File: src/hdl/event_irq_regs.svh
// Purpose: Register offsets, field positions and reset values of the host event block
// Assumes: Byte addresses on an AXI4-Lite bus with 32-bit data
// Notes:   Printed offsets are not all multiples of four, so each is an index
`ifndef EVENT_IRQ_REGS_SVH
`define EVENT_IRQ_REGS_SVH

`define IDX_RAW_STATUS_LOW      8'hF0
`define IDX_RAW_STATUS_HIGH     8'hF1
`define IDX_MASKED_STATUS_LOW   8'hF2
`define IDX_MASKED_STATUS_HIGH  8'hF3
`define IDX_ENABLE_LOW          8'hF4
`define IDX_ENABLE_HIGH         8'hF5
`define IDX_CLEAR_LOW           8'hF6
`define IDX_CLEAR_HIGH          8'hF7
`define IDX_ACCESS_STATUS       8'hF8
`define IDX_ACCESS_ENABLE       8'hF9

`define ENABLE_LOW_RESET        8'h00
`define ENABLE_HIGH_RESET       3'h0
`define HIGH_FIELD_MSB          2

`define BIT_FIFO_FULL           0
`define BIT_STANDARD_CHANGED    1
`define BIT_COPY_PROT_CHANGED   2

`define BIT_ACC_UNMAPPED_WRITE  0
`define BIT_ACC_UNMAPPED_READ   1

`define AXI_RESP_OKAY           2'h0
`define AXI_RESP_SLVERR         2'h2

`endif

File: src/hdl/event_irq_pkg.sv
// Purpose: Types shared by the host event block and its bench
// Assumes: Constants live in event_irq_regs.svh
// Notes:   Low group is eight sources, six of them data-available; high group is FIFO full and two changes
package event_irq_pkg;

    typedef struct packed {
        logic fifo_threshold_passed;
        logic teletext_available;
        logic wide_screen_available;
        logic program_delivery_available;
        logic timecode_available;
        logic caption_field2_available;
        logic caption_field1_available;
        logic line_number_hit;
    } low_events_t;

    typedef struct packed {
        logic copy_protect_changed;
        logic standard_changed;
        logic fifo_full;
    } high_events_t;

    typedef struct packed {
        logic [7:0] awaddr;
        logic       awvalid;
        logic [31:0] wdata;
        logic [3:0] wstrb;
        logic       wvalid;
        logic       bready;
        logic [7:0] araddr;
        logic       arvalid;
        logic       rready;
    } axil_req_t;

    typedef struct packed {
        logic       awready;
        logic       wready;
        logic [1:0] bresp;
        logic       bvalid;
        logic       arready;
        logic [31:0] rdata;
        logic [1:0] rresp;
        logic       rvalid;
    } axil_rsp_t;

endpackage

File: src/hdl/vbi_host_interrupt_ctrl.sv
// Purpose: Host event flags, enables, clears and the interrupt pin of the video decoder
// Assumes: Event pulses come from logic on aclk; FIFO full pulse marks a refused write
// Notes:   Registers are word-wide, data in bits 7:0, byte address = index * 4
// Functional notes
// - Pin active when any enabled flag set
// - Pin inactive once no enabled flag remains
// - Low enable register, eight sources, reset disabled
// - High enable register, three sources, reset disabled
// - High masked status register is read-only
// - FIFO full flag marks a refused write
// - Writing one clears flag, zero does nothing
// - Low clear bit n clears low flag n
// - High clear bits clear raw and masked
// - Masked bit is raw AND enable
// - Reading event status leaves flags unchanged
`timescale 1ns/1ps
`include "event_irq_regs.svh"

module vbi_host_interrupt_ctrl (
    // Clock and reset
    input  wire logic                        aclk,
    input  wire logic                        aresetn,
    // Register bus
    input  wire event_irq_pkg::axil_req_t    axil_req,
    output event_irq_pkg::axil_rsp_t         axil_rsp,
    // Event pulses from the decoder, one cycle each
    input  wire event_irq_pkg::low_events_t  low_event_set,
    input  wire event_irq_pkg::high_events_t high_event_set,
    // Interrupt pin, active high
    output logic                             host_irq
);
    import event_irq_pkg::*;

    typedef enum logic [2:0] {
        WR_IDLE = 3'b001,
        WR_HAVE = 3'b010,
        WR_RESP = 3'b100
    } wr_state_t;

    low_events_t  raw_low_ff;
    high_events_t raw_high_ff;
    logic [7:0]   enable_low_ff;
    logic [2:0]   enable_high_ff;
    logic [7:0]   masked_low;
    logic [2:0]   masked_high;
    logic [1:0]   acc_status_ff;
    logic [1:0]   acc_enable_ff;
    logic         acc_irq;

    wr_state_t    wr_state_ff;
    logic         aw_held_ff;
    logic         w_held_ff;
    logic [7:0]   awaddr_ff;
    logic [31:0]  wdata_ff;
    logic [3:0]   wstrb_ff;
    logic [1:0]   bresp_ff;
    logic         bvalid_ff;
    logic         rvalid_ff;
    logic [31:0]  rdata_ff;
    logic [1:0]   rresp_ff;

    logic         wr_fire;
    logic [7:0]   wr_index;
    logic [7:0]   rd_index;
    logic         lane0;
    logic         wr_mapped;
    logic [7:0]   clear_low;
    logic [2:0]   clear_high;
    logic         rd_fire;
    logic [31:0]  nxt_rdata;
    logic         nxt_rd_mapped;

    // Word index: the low byte of every index sits at byte address index*4.
    // An 8-bit bus reaches only indices C0..FF, so the top two index bits are implied
    assign wr_index = {2'b11, awaddr_ff[7:2]};
    assign rd_index = {2'b11, axil_req.araddr[7:2]};
    assign lane0    = wstrb_ff[0];

    assign masked_low  = raw_low_ff & enable_low_ff;
    assign masked_high = raw_high_ff & enable_high_ff;

    // Pin follows the registered enabled flags combinationally, so it drops the cycle after the clear strobe
    assign acc_irq  = |(acc_status_ff & acc_enable_ff);
    assign host_irq = (|masked_low) | (|masked_high) | acc_irq;

    // Write channel: address and data may arrive in either order
    always_ff @(posedge aclk) begin
        if (!aresetn) begin
            aw_held_ff <= 1'b0;
            awaddr_ff  <= 8'h00;
        end else if (wr_fire) begin
            aw_held_ff <= 1'b0;
        end else if (axil_req.awvalid && !aw_held_ff) begin
            aw_held_ff <= 1'b1;
            awaddr_ff  <= axil_req.awaddr;
        end
    end

    always_ff @(posedge aclk) begin
        if (!aresetn) begin
            w_held_ff <= 1'b0;
            wdata_ff  <= 32'h0000_0000;
            wstrb_ff  <= 4'h0;
        end else if (wr_fire) begin
            w_held_ff <= 1'b0;
        end else if (axil_req.wvalid && !w_held_ff) begin
            w_held_ff <= 1'b1;
            wdata_ff  <= axil_req.wdata;
            wstrb_ff  <= axil_req.wstrb;
        end
    end

    assign wr_fire = (wr_state_ff == WR_HAVE);

    always_ff @(posedge aclk) begin
        if (!aresetn) begin
            wr_state_ff <= WR_IDLE;
        end else begin
            case (wr_state_ff)
                WR_IDLE: begin
                    if (aw_held_ff && w_held_ff) begin
                        wr_state_ff <= WR_HAVE;
                    end
                end
                WR_HAVE: begin
                    wr_state_ff <= WR_RESP;
                end
                WR_RESP: begin
                    if (axil_req.bready) begin
                        wr_state_ff <= WR_IDLE;
                    end
                end
                default: begin
                    wr_state_ff <= WR_IDLE;
                end
            endcase
        end
    end

    always_comb begin
        case (wr_index)
            `IDX_ENABLE_LOW, `IDX_ENABLE_HIGH, `IDX_CLEAR_LOW, `IDX_CLEAR_HIGH,
            `IDX_ACCESS_STATUS, `IDX_ACCESS_ENABLE: wr_mapped = 1'b1;
            default:                                wr_mapped = 1'b0;
        endcase
    end

    always_ff @(posedge aclk) begin
        if (!aresetn) begin
            bvalid_ff <= 1'b0;
            bresp_ff  <= `AXI_RESP_OKAY;
        end else if (wr_fire) begin
            bvalid_ff <= 1'b1;
            bresp_ff  <= wr_mapped ? `AXI_RESP_OKAY : `AXI_RESP_SLVERR;
        end else if (bvalid_ff && axil_req.bready) begin
            bvalid_ff <= 1'b0;
        end
    end

    // Enable registers
    always_ff @(posedge aclk) begin
        if (!aresetn) begin
            enable_low_ff  <= `ENABLE_LOW_RESET;
            enable_high_ff <= `ENABLE_HIGH_RESET;
            acc_enable_ff  <= 2'h0;
        end else if (wr_fire && lane0) begin
            if (wr_index == `IDX_ENABLE_LOW) begin
                enable_low_ff <= wdata_ff[7:0];
            end
            if (wr_index == `IDX_ENABLE_HIGH) begin
                enable_high_ff <= wdata_ff[`HIGH_FIELD_MSB:0];
            end
            if (wr_index == `IDX_ACCESS_ENABLE) begin
                acc_enable_ff <= wdata_ff[1:0];
            end
        end
    end

    // Clear strobes last the single write cycle; zeros leave flags alone
    assign clear_low  = (wr_fire && lane0 && wr_index == `IDX_CLEAR_LOW)
                        ? wdata_ff[7:0] : 8'h00;
    assign clear_high = (wr_fire && lane0 && wr_index == `IDX_CLEAR_HIGH)
                        ? wdata_ff[`HIGH_FIELD_MSB:0] : 3'h0;

    // One raw flag set lives per source; the masked view is derived, so clearing
    // the raw flag clears both views together
    always_ff @(posedge aclk) begin
        if (!aresetn) begin
            raw_low_ff <= '0;
        end else begin
            raw_low_ff <= (raw_low_ff & ~clear_low) | low_event_set;
        end
    end

    always_ff @(posedge aclk) begin
        if (!aresetn) begin
            raw_high_ff <= '0;
        end else begin
            // FIFO full pulse is driven only by a write the FIFO refused
            raw_high_ff <= (raw_high_ff & ~clear_high) | high_event_set;
        end
    end

    // Bus access errors: sticky, cleared by reading their own status register
    always_ff @(posedge aclk) begin
        if (!aresetn) begin
            acc_status_ff <= 2'h0;
        end else begin
            acc_status_ff <= (acc_status_ff &
                              ~{2{rd_fire && rd_index == `IDX_ACCESS_STATUS}})
                             | {rd_fire && !nxt_rd_mapped, wr_fire && !wr_mapped};
        end
    end

    // Read channel, one read outstanding
    assign rd_fire = axil_req.arvalid && !rvalid_ff;

    always_comb begin
        nxt_rdata     = 32'h0000_0000;
        nxt_rd_mapped = 1'b1;
        case (rd_index)
            `IDX_RAW_STATUS_LOW:     nxt_rdata[7:0] = raw_low_ff;
            `IDX_RAW_STATUS_HIGH:    nxt_rdata[2:0] = raw_high_ff;
            `IDX_MASKED_STATUS_LOW:  nxt_rdata[7:0] = masked_low;
            `IDX_MASKED_STATUS_HIGH: nxt_rdata[2:0] = masked_high;
            `IDX_ENABLE_LOW:         nxt_rdata[7:0] = enable_low_ff;
            `IDX_ENABLE_HIGH:        nxt_rdata[2:0] = enable_high_ff;
            `IDX_CLEAR_LOW:          nxt_rdata[7:0] = 8'h00;
            `IDX_CLEAR_HIGH:         nxt_rdata[2:0] = 3'h0;
            `IDX_ACCESS_STATUS:      nxt_rdata[1:0] = acc_status_ff;
            `IDX_ACCESS_ENABLE:      nxt_rdata[1:0] = acc_enable_ff;
            default:                 nxt_rd_mapped  = 1'b0;
        endcase
    end

    // Reading event status has no side effect on the flags
    always_ff @(posedge aclk) begin
        if (!aresetn) begin
            rvalid_ff <= 1'b0;
            rdata_ff  <= 32'h0000_0000;
            rresp_ff  <= `AXI_RESP_OKAY;
        end else if (rd_fire) begin
            rvalid_ff <= 1'b1;
            rdata_ff  <= nxt_rdata;
            rresp_ff  <= nxt_rd_mapped ? `AXI_RESP_OKAY : `AXI_RESP_SLVERR;
        end else if (rvalid_ff && axil_req.rready) begin
            rvalid_ff <= 1'b0;
        end
    end

    always_comb begin
        axil_rsp.awready = !aw_held_ff;
        axil_rsp.wready  = !w_held_ff;
        axil_rsp.bresp   = bresp_ff;
        axil_rsp.bvalid  = bvalid_ff;
        axil_rsp.arready = !rvalid_ff;
        axil_rsp.rdata   = rdata_ff;
        axil_rsp.rresp   = rresp_ff;
        axil_rsp.rvalid  = rvalid_ff;
    end

endmodule

File: config.mk
export PLATFORM = sky130hd
export DESIGN_NAME = vbi_host_interrupt_ctrl
export DESIGN_NICKNAME = d
export VERILOG_FILES = /design/src/hdl/event_irq_pkg.sv /design/src/hdl/vbi_host_interrupt_ctrl.sv
export VERILOG_INCLUDE_DIRS = /design/src /design/src/hdl
export SDC_FILE = /design/constraint.sdc
export NUM_CORES = 1
export LEC_CHECK = 0
export BUFFER_PORTS_ARGS = -buffer_cell sky130_fd_sc_hd__buf_4
export CAP_MARGIN = 20
export CORE_ASPECT_RATIO = 1.1
export CORE_MARGIN = 4
export CORE_UTILIZATION = 35
export DETAILED_ROUTE_END_ITERATION = 16
export GPL_TIMING_DRIVEN = 0
export PLACE_DENSITY = 0.66
export SLEW_MARGIN = 10
export SYNTH_ARGS = -nofsm -noshare
export SYNTH_HDL_FRONTEND = slang
export SYNTH_SLANG_ARGS = --single-unit
File: constraint.sdc
create_clock -name aclk -period 2.7 [get_ports aclk]
set_clock_uncertainty 0.1 [all_clocks]
set_input_delay 0.405 -clock aclk [delete_from_list [all_inputs] [get_ports aclk]]
set_output_delay 0.405 -clock aclk [all_outputs]
set_load 0.005 [all_outputs]
# Word-level counts from Yosys, hierarchy flattened
# Cells that the tools add are included.
# classes
bitwise	16
mux	16
eq_ne	21
n_reduce_logical	31
# ops
cell	n
$eq 6x6->1 const B	16
$and 8x8->8	2
$pmux 2 s8	1
$pmux 5 s3	1
$logic_and 1x1->1	12
$reduce_and 2->1	6
$reduce_or 10->1	1
$mux 3	3
$pmux 3 s3	1
$mux 8	1
$not 8->8	1
$or 8x8->8	1
$reduce_or 8->1	1
$and 3x3->3	2
$mux 1	6
$pmux 1 s6	1
$reduce_or 6->1	1
$logic_not 1->1	5
$and 2x2->2	2
$mux 2	2
$ne 2x2->1 const B	2
$reduce_bool 2->1	2
$reduce_or 2->1	2
$eq 3x1->1 const B	1
9 further kinds	11
# totals
in_bits	70
out_inout_bits	42
word_cells	110
reg_bits	62

# Longest topological paths before layout
# logic_depth
ltp_word	7
ltp_mapped	6
depth_no_buf	5

# Least setup slack after synthesis
# OpenSTA, ideal clock, no wires.
# synth_timing
path_type	input -> register
from	input port axil_req[5] (netlist name)
to	register acc_status_ff[1]
setup_slack_ps	1020
path_buffers	1
arrival_ps	1466
t_required_ps	2485
setup_time_ps	115
stages	5
cell_sequence	clkbuf_1 > nor2_1 > nand4_1 > o31a_1 > o21a_1
# synth_between
elab_chain_cells	6
elab_cells_between_ends	18
cone_classes	eq/ne (10); mux (1); bitwise (3); reduce/logical (4)
# synth_lines
element	line	text
start: declaration	vbi_host_interrupt_ctrl.sv:24	input wire event_irq_pkg::axil_req_t axil_req,
$eq 6x6->1	vbi_host_interrupt_ctrl.sv:221	case (rd_index)
$reduce_or 10->1 (no source line)	n/a	
$mux 1	vbi_host_interrupt_ctrl.sv:221	
$logic_not 1->1	vbi_host_interrupt_ctrl.sv:211	| {rd_fire && !nxt_rd_mapped, wr_fire && !wr_mapped};
$logic_and 1x1->1	vbi_host_interrupt_ctrl.sv:211	
$or 2x2->2 (*)	vbi_host_interrupt_ctrl.sv:209	acc_status_ff <= (acc_status_ff &
end signal: assignment	vbi_host_interrupt_ctrl.sv:209	
end: declaration	vbi_host_interrupt_ctrl.sv:46	logic [1:0] acc_status_ff;
# Every way passes the cells marked *; elsewhere a longest branch is shown, timed or not.
# A chain may end at the register's enable or synchronous reset.

# Final worst setup path
# layout_timing
from	register wr_state_ff[1]
to	register raw_low_ff[0] (netlist name)
# layout_between
elab_chain_cells	7
# layout_lines
element	line	text
start: declaration	vbi_host_interrupt_ctrl.sv:50	wr_state_t wr_state_ff;
start signal: assignment	vbi_host_interrupt_ctrl.sv:117	wr_state_ff <= WR_IDLE;
start signal: assignment	vbi_host_interrupt_ctrl.sv:122	wr_state_ff <= WR_HAVE;
start signal: assignment	vbi_host_interrupt_ctrl.sv:126	wr_state_ff <= WR_RESP;
$eq 3x2->1	vbi_host_interrupt_ctrl.sv:113	assign wr_fire = (wr_state_ff == WR_HAVE);
$logic_and 1x1->1	vbi_host_interrupt_ctrl.sv:180	assign clear_low = (wr_fire && lane0 && wr_index == `IDX_CLEAR_LOW)
$logic_and 1x1->1 (no source line)	n/a	
$mux 8	vbi_host_interrupt_ctrl.sv:180	
$not 8->8	vbi_host_interrupt_ctrl.sv:191	raw_low_ff <= (raw_low_ff & ~clear_low) | low_event_set;
$and 8x8->8	vbi_host_interrupt_ctrl.sv:191	
$or 8x8->8	vbi_host_interrupt_ctrl.sv:191	
end signal: assignment	vbi_host_interrupt_ctrl.sv:191	
end: declaration	vbi_host_interrupt_ctrl.sv:40	low_events_t raw_low_ff;
# No other way between the ends.

==> impl_metrics.tcl <==
set metrics [dict create \
    power.ir.vdd_worst_mv 0.3028 \
    asyncSetResetFlopFracSynth_pct 0 \
    htree_levels 3 \
    gr-usage-all-layers_pct 14.92 \
    detail-route-antenna-nets 0 \
    placedInstanceArea_mm2 0.003453 \
    ctsLongestPathBuffers 2 \
    timing.critical_path.required_ps 2830 \
    ys_flop_type "sky130_fd_sc_hd__dfxtp_1" \
    postSynthAreaPerCell_um2 9.478 \
    timing.max_cap.violations 0 \
    detail_route.iter0.violations 97 \
    num_io_pins 112 \
    initial_antenna_violation_count 0 \
    power_per_cell_area_mw_per_mm2 528.3 \
    detail_route.vias_per_cell 4.689 \
    post-route-drc-count 0 \
    drt-total-wl_um 6814 \
    cts-hold-fix-buffers 0 \
    nets 457 \
    synth_cells 299 \
    tritoncts_num_sinks 58 \
    grt_util_met3_pct 3.682 \
    place_congestion 0.7991 \
    die-width_um 93.80 \
    areaGrowthSynthToFinish_pct 28.39 \
    remaining_global_route_overflow 0 \
    number_of_warnings_printed_during_yosys_synthesis 0 \
    critPathArrivalTime_ps 2120 \
    clk_pin_slew_worst_paths_ps 60 \
    final_layout_size_suffix_gt1_share_pct 26.34 \
    first_global_vias 2265 \
    slew_headroom_pct 57.04 \
    detailedPlacementHpwl_um 5254 \
    global_route_wire_length_before_repair_um 11100 \
    clock_tree_from_tritoncts "built" \
    clkLatencyLatePin_ps 340 \
    p_leak_nw 1.509 \
    floorplan.die.height_um 102.4 \
    worst_hold_class "input port to register" \
    ys_types 43 \
    floorplan.initialDensity_pct 35.82 \
    final.setup.worst_slack_ps 714.5 \
    fmax_mhz 503.6 \
    maxSlewViolCount 0 \
    postCtsResizedCells 0 \
    postCtsSetupRepairBufs 0 \
    design_area_mm2 0.003638 \
    numCtsBuffers 9 \
    outcome "finished, final reports clean" \
    timing.final.setup_violations 0 \
    fp.dieArea_mm2 0.009602 \
    via_count 2340 \
    core_region_area_mm2 0.007913 \
    post-route-period-util_pct 73.54 \
    pre_cts_ws_ps 673.2 \
    setup-tns-final_ps 0 \
    grt_util_met2_pct 23.81 \
    final-hold-violation-count 0 \
    maximum_number_of_pins_on_one_net_before_global_route_repair 11 \
    tightestPinTransition_ps 642.0 \
    seq_area_frac_synth_pct 40.97 \
    timing.setup.critical_path_class "register to register" \
    endpoint_kind "register" \
    number_of_register_bits_inferred_by_synthesis 58 \
    port_buffers 52 \
    critical_path.startpoint_type "register" \
    finalCriticalPeriod_ps 1986 \
    avgRoutedWirePerCell_um 13.66 \
    critical_path_peak_fanout 8 \
    netlist_area_mm2 0.002834 \
    placementRows 34 \
    grt_use_met1_pct 18.97 \
    antennaDiodeCount 0 \
    total_iterations_of_the_first_detailed_routing_run 4 \
    top_usage_layer "met2" \
    clock-root-buffer "sky130_fd_sc_hd__clkbuf_8" \
    synth_edf_count 0 \
    grt_setup_unrepaired "false" \
]
routing by layer:
layer,up-vias,part of all wire (%)
li1,1174,-
met3,11,6.8
met5,-,0
met2,76,47
met1,1079,45
met4,0,2.0
cell usage in the layout (no fill, tap or decap), drive strengths merged, types with 2 or more instances in the layout:
| cell type | netlist | routed |
|---|---|---|
| buf | 30 | 82 |
| dfxtp | 58 | 58 |
| nor2b | 39 | 39 |
| mux2i | 30 | 30 |
| conb | 1 | 26 |
| clkbuf | 10 | 22 |
| o21a | 14 | 14 |
| inv | 11 | 11 |
| nand2 | 11 | 11 |
| a22oi | 10 | 10 |
| o21ai | 10 | 10 |
| nor2 | 9 | 9 |
| a21boi | 9 | 9 |
| a21oi | 8 | 8 |
| a22o | 7 | 7 |
| nand3 | 7 | 7 |
| nand2b | 4 | 4 |
| nand4 | 3 | 3 |
| nor3b | 3 | 3 |
| nor3 | 3 | 3 |
| or3 | 2 | 2 |
| mux2 | 2 | 2 |
| and3 | 2 | 2 |
| o31ai | 2 | 2 |
| clkinv | 0 | 2 |
final cells by class:
type | count | area, um2
Buffer | 40 | 257.7
Clock buffer | 12 | 145.1
Clock inverter | 3 | 40.04
Fill cell | 825 | 4274
Inverter | 11 | 41.29
Multi-Input combinational cell | 215 | 1468
Sequential cell | 58 | 1161
Tap cell | 108 | 135.1
Timing Repair Buffer | 52 | 390.4
cell families (layout without fill, tap and decap cells):
logic type / count (synthesis) / in the layout / synth area share, %
other: 1 / 26 / 0.1323
buffers and inverters: 51 / 118 / 10.55
multiplexers: 33 / 33 / 12.19
flip-flops: 58 / 58 / 40.97
AND/OR/NAND/NOR: 87 / 87 / 18.54
AO/OA/AOI/OAI: 69 / 69 / 17.62
report_power, final:
part           switching (W)  total [W]  internal (W)
logic              0.0000983   0.000225      0.000127
clock network       0.000333   0.000777      0.000444
registers          0.0000312   0.000920      0.000889
total               0.000463    0.00192       0.00146
Yosys cell counts, types with 2 or more instances:
cell	instances	area, um2
sky130_fd_sc_hd__o31ai_1	2	15.01
sky130_fd_sc_hd__inv_1	11	41.29
sky130_fd_sc_hd__nor2_1	9	33.78
sky130_fd_sc_hd__a22oi_1	10	75.07
sky130_fd_sc_hd__mux2i_1	30	300.3
sky130_fd_sc_hd__nand2_1	10	37.54
sky130_fd_sc_hd__nor3b_1	2	15.01
sky130_fd_sc_hd__a21oi_1	8	40.04
sky130_fd_sc_hd__o21ai_0	10	50.05
sky130_fd_sc_hd__a21boi_0	9	67.56
sky130_fd_sc_hd__clkbuf_1	10	37.54
sky130_fd_sc_hd__a22o_1	7	61.31
sky130_fd_sc_hd__dfxtp_1	58	1161
sky130_fd_sc_hd__nand4_1	3	18.77
sky130_fd_sc_hd__o21a_1	14	105.1
sky130_fd_sc_hd__buf_2	2	10.01
sky130_fd_sc_hd__nand3_1	7	35.03
sky130_fd_sc_hd__and3_1	2	12.51
sky130_fd_sc_hd__nand2b_1	4	25.02
sky130_fd_sc_hd__or3_1	2	12.51
sky130_fd_sc_hd__mux2_2	2	22.52
sky130_fd_sc_hd__nor2b_1	39	244.0
sky130_fd_sc_hd__buf_4	28	210.2
critical path, stage by stage, from the launching register on:
cell and delay [ps]:
sky130_fd_sc_hd__dfxtp_1 400, sky130_fd_sc_hd__nor3b_4 320, sky130_fd_sc_hd__nand3_1 140, sky130_fd_sc_hd__nor2_1 530
sky130_fd_sc_hd__a21boi_0 190, sky130_fd_sc_hd__o21a_1 190
sequential cells by signal, summed over array words and instances (netlist names), 2 cells and up:
signal          cells
raw_low_ff          8
rdata_ff            8
acc_enable_ff       2
enable_low_ff       8
enable_high_ff      3
awaddr_ff           6
wdata_ff            8
wr_state_ff         3
raw_high_ff         3
acc_status_ff       2
worst paths after layout:
path / endpoint / start / cells after the start / slack (ps)
setup reg to reg: raw_low_ff[0] / wr_state_ff[1] / 5 / 710
hold / removal: raw_low_ff[0] / low_event_set[0] / 2 / 180
hold reg to reg: bresp_ff[1] / bresp_ff[1] / 2 / 370
setup / recovery: raw_low_ff[0] / wr_state_ff[1] / 5 / 710
metrics by stage:
stage	utilization [%]	hold WS, ps	instances	total power [W]
detailed placement	43.64	368.2	484	0.001165
floorplan	-	358.7	324	0.001074
global placement	43.64	369.9	484	0.001158
CTS	45.98	164.4	499	0.001942
global route	45.98	170.0	499	0.002014
finish	45.98	176.4	499	0.001922
(Power assumes the default switching activity.)
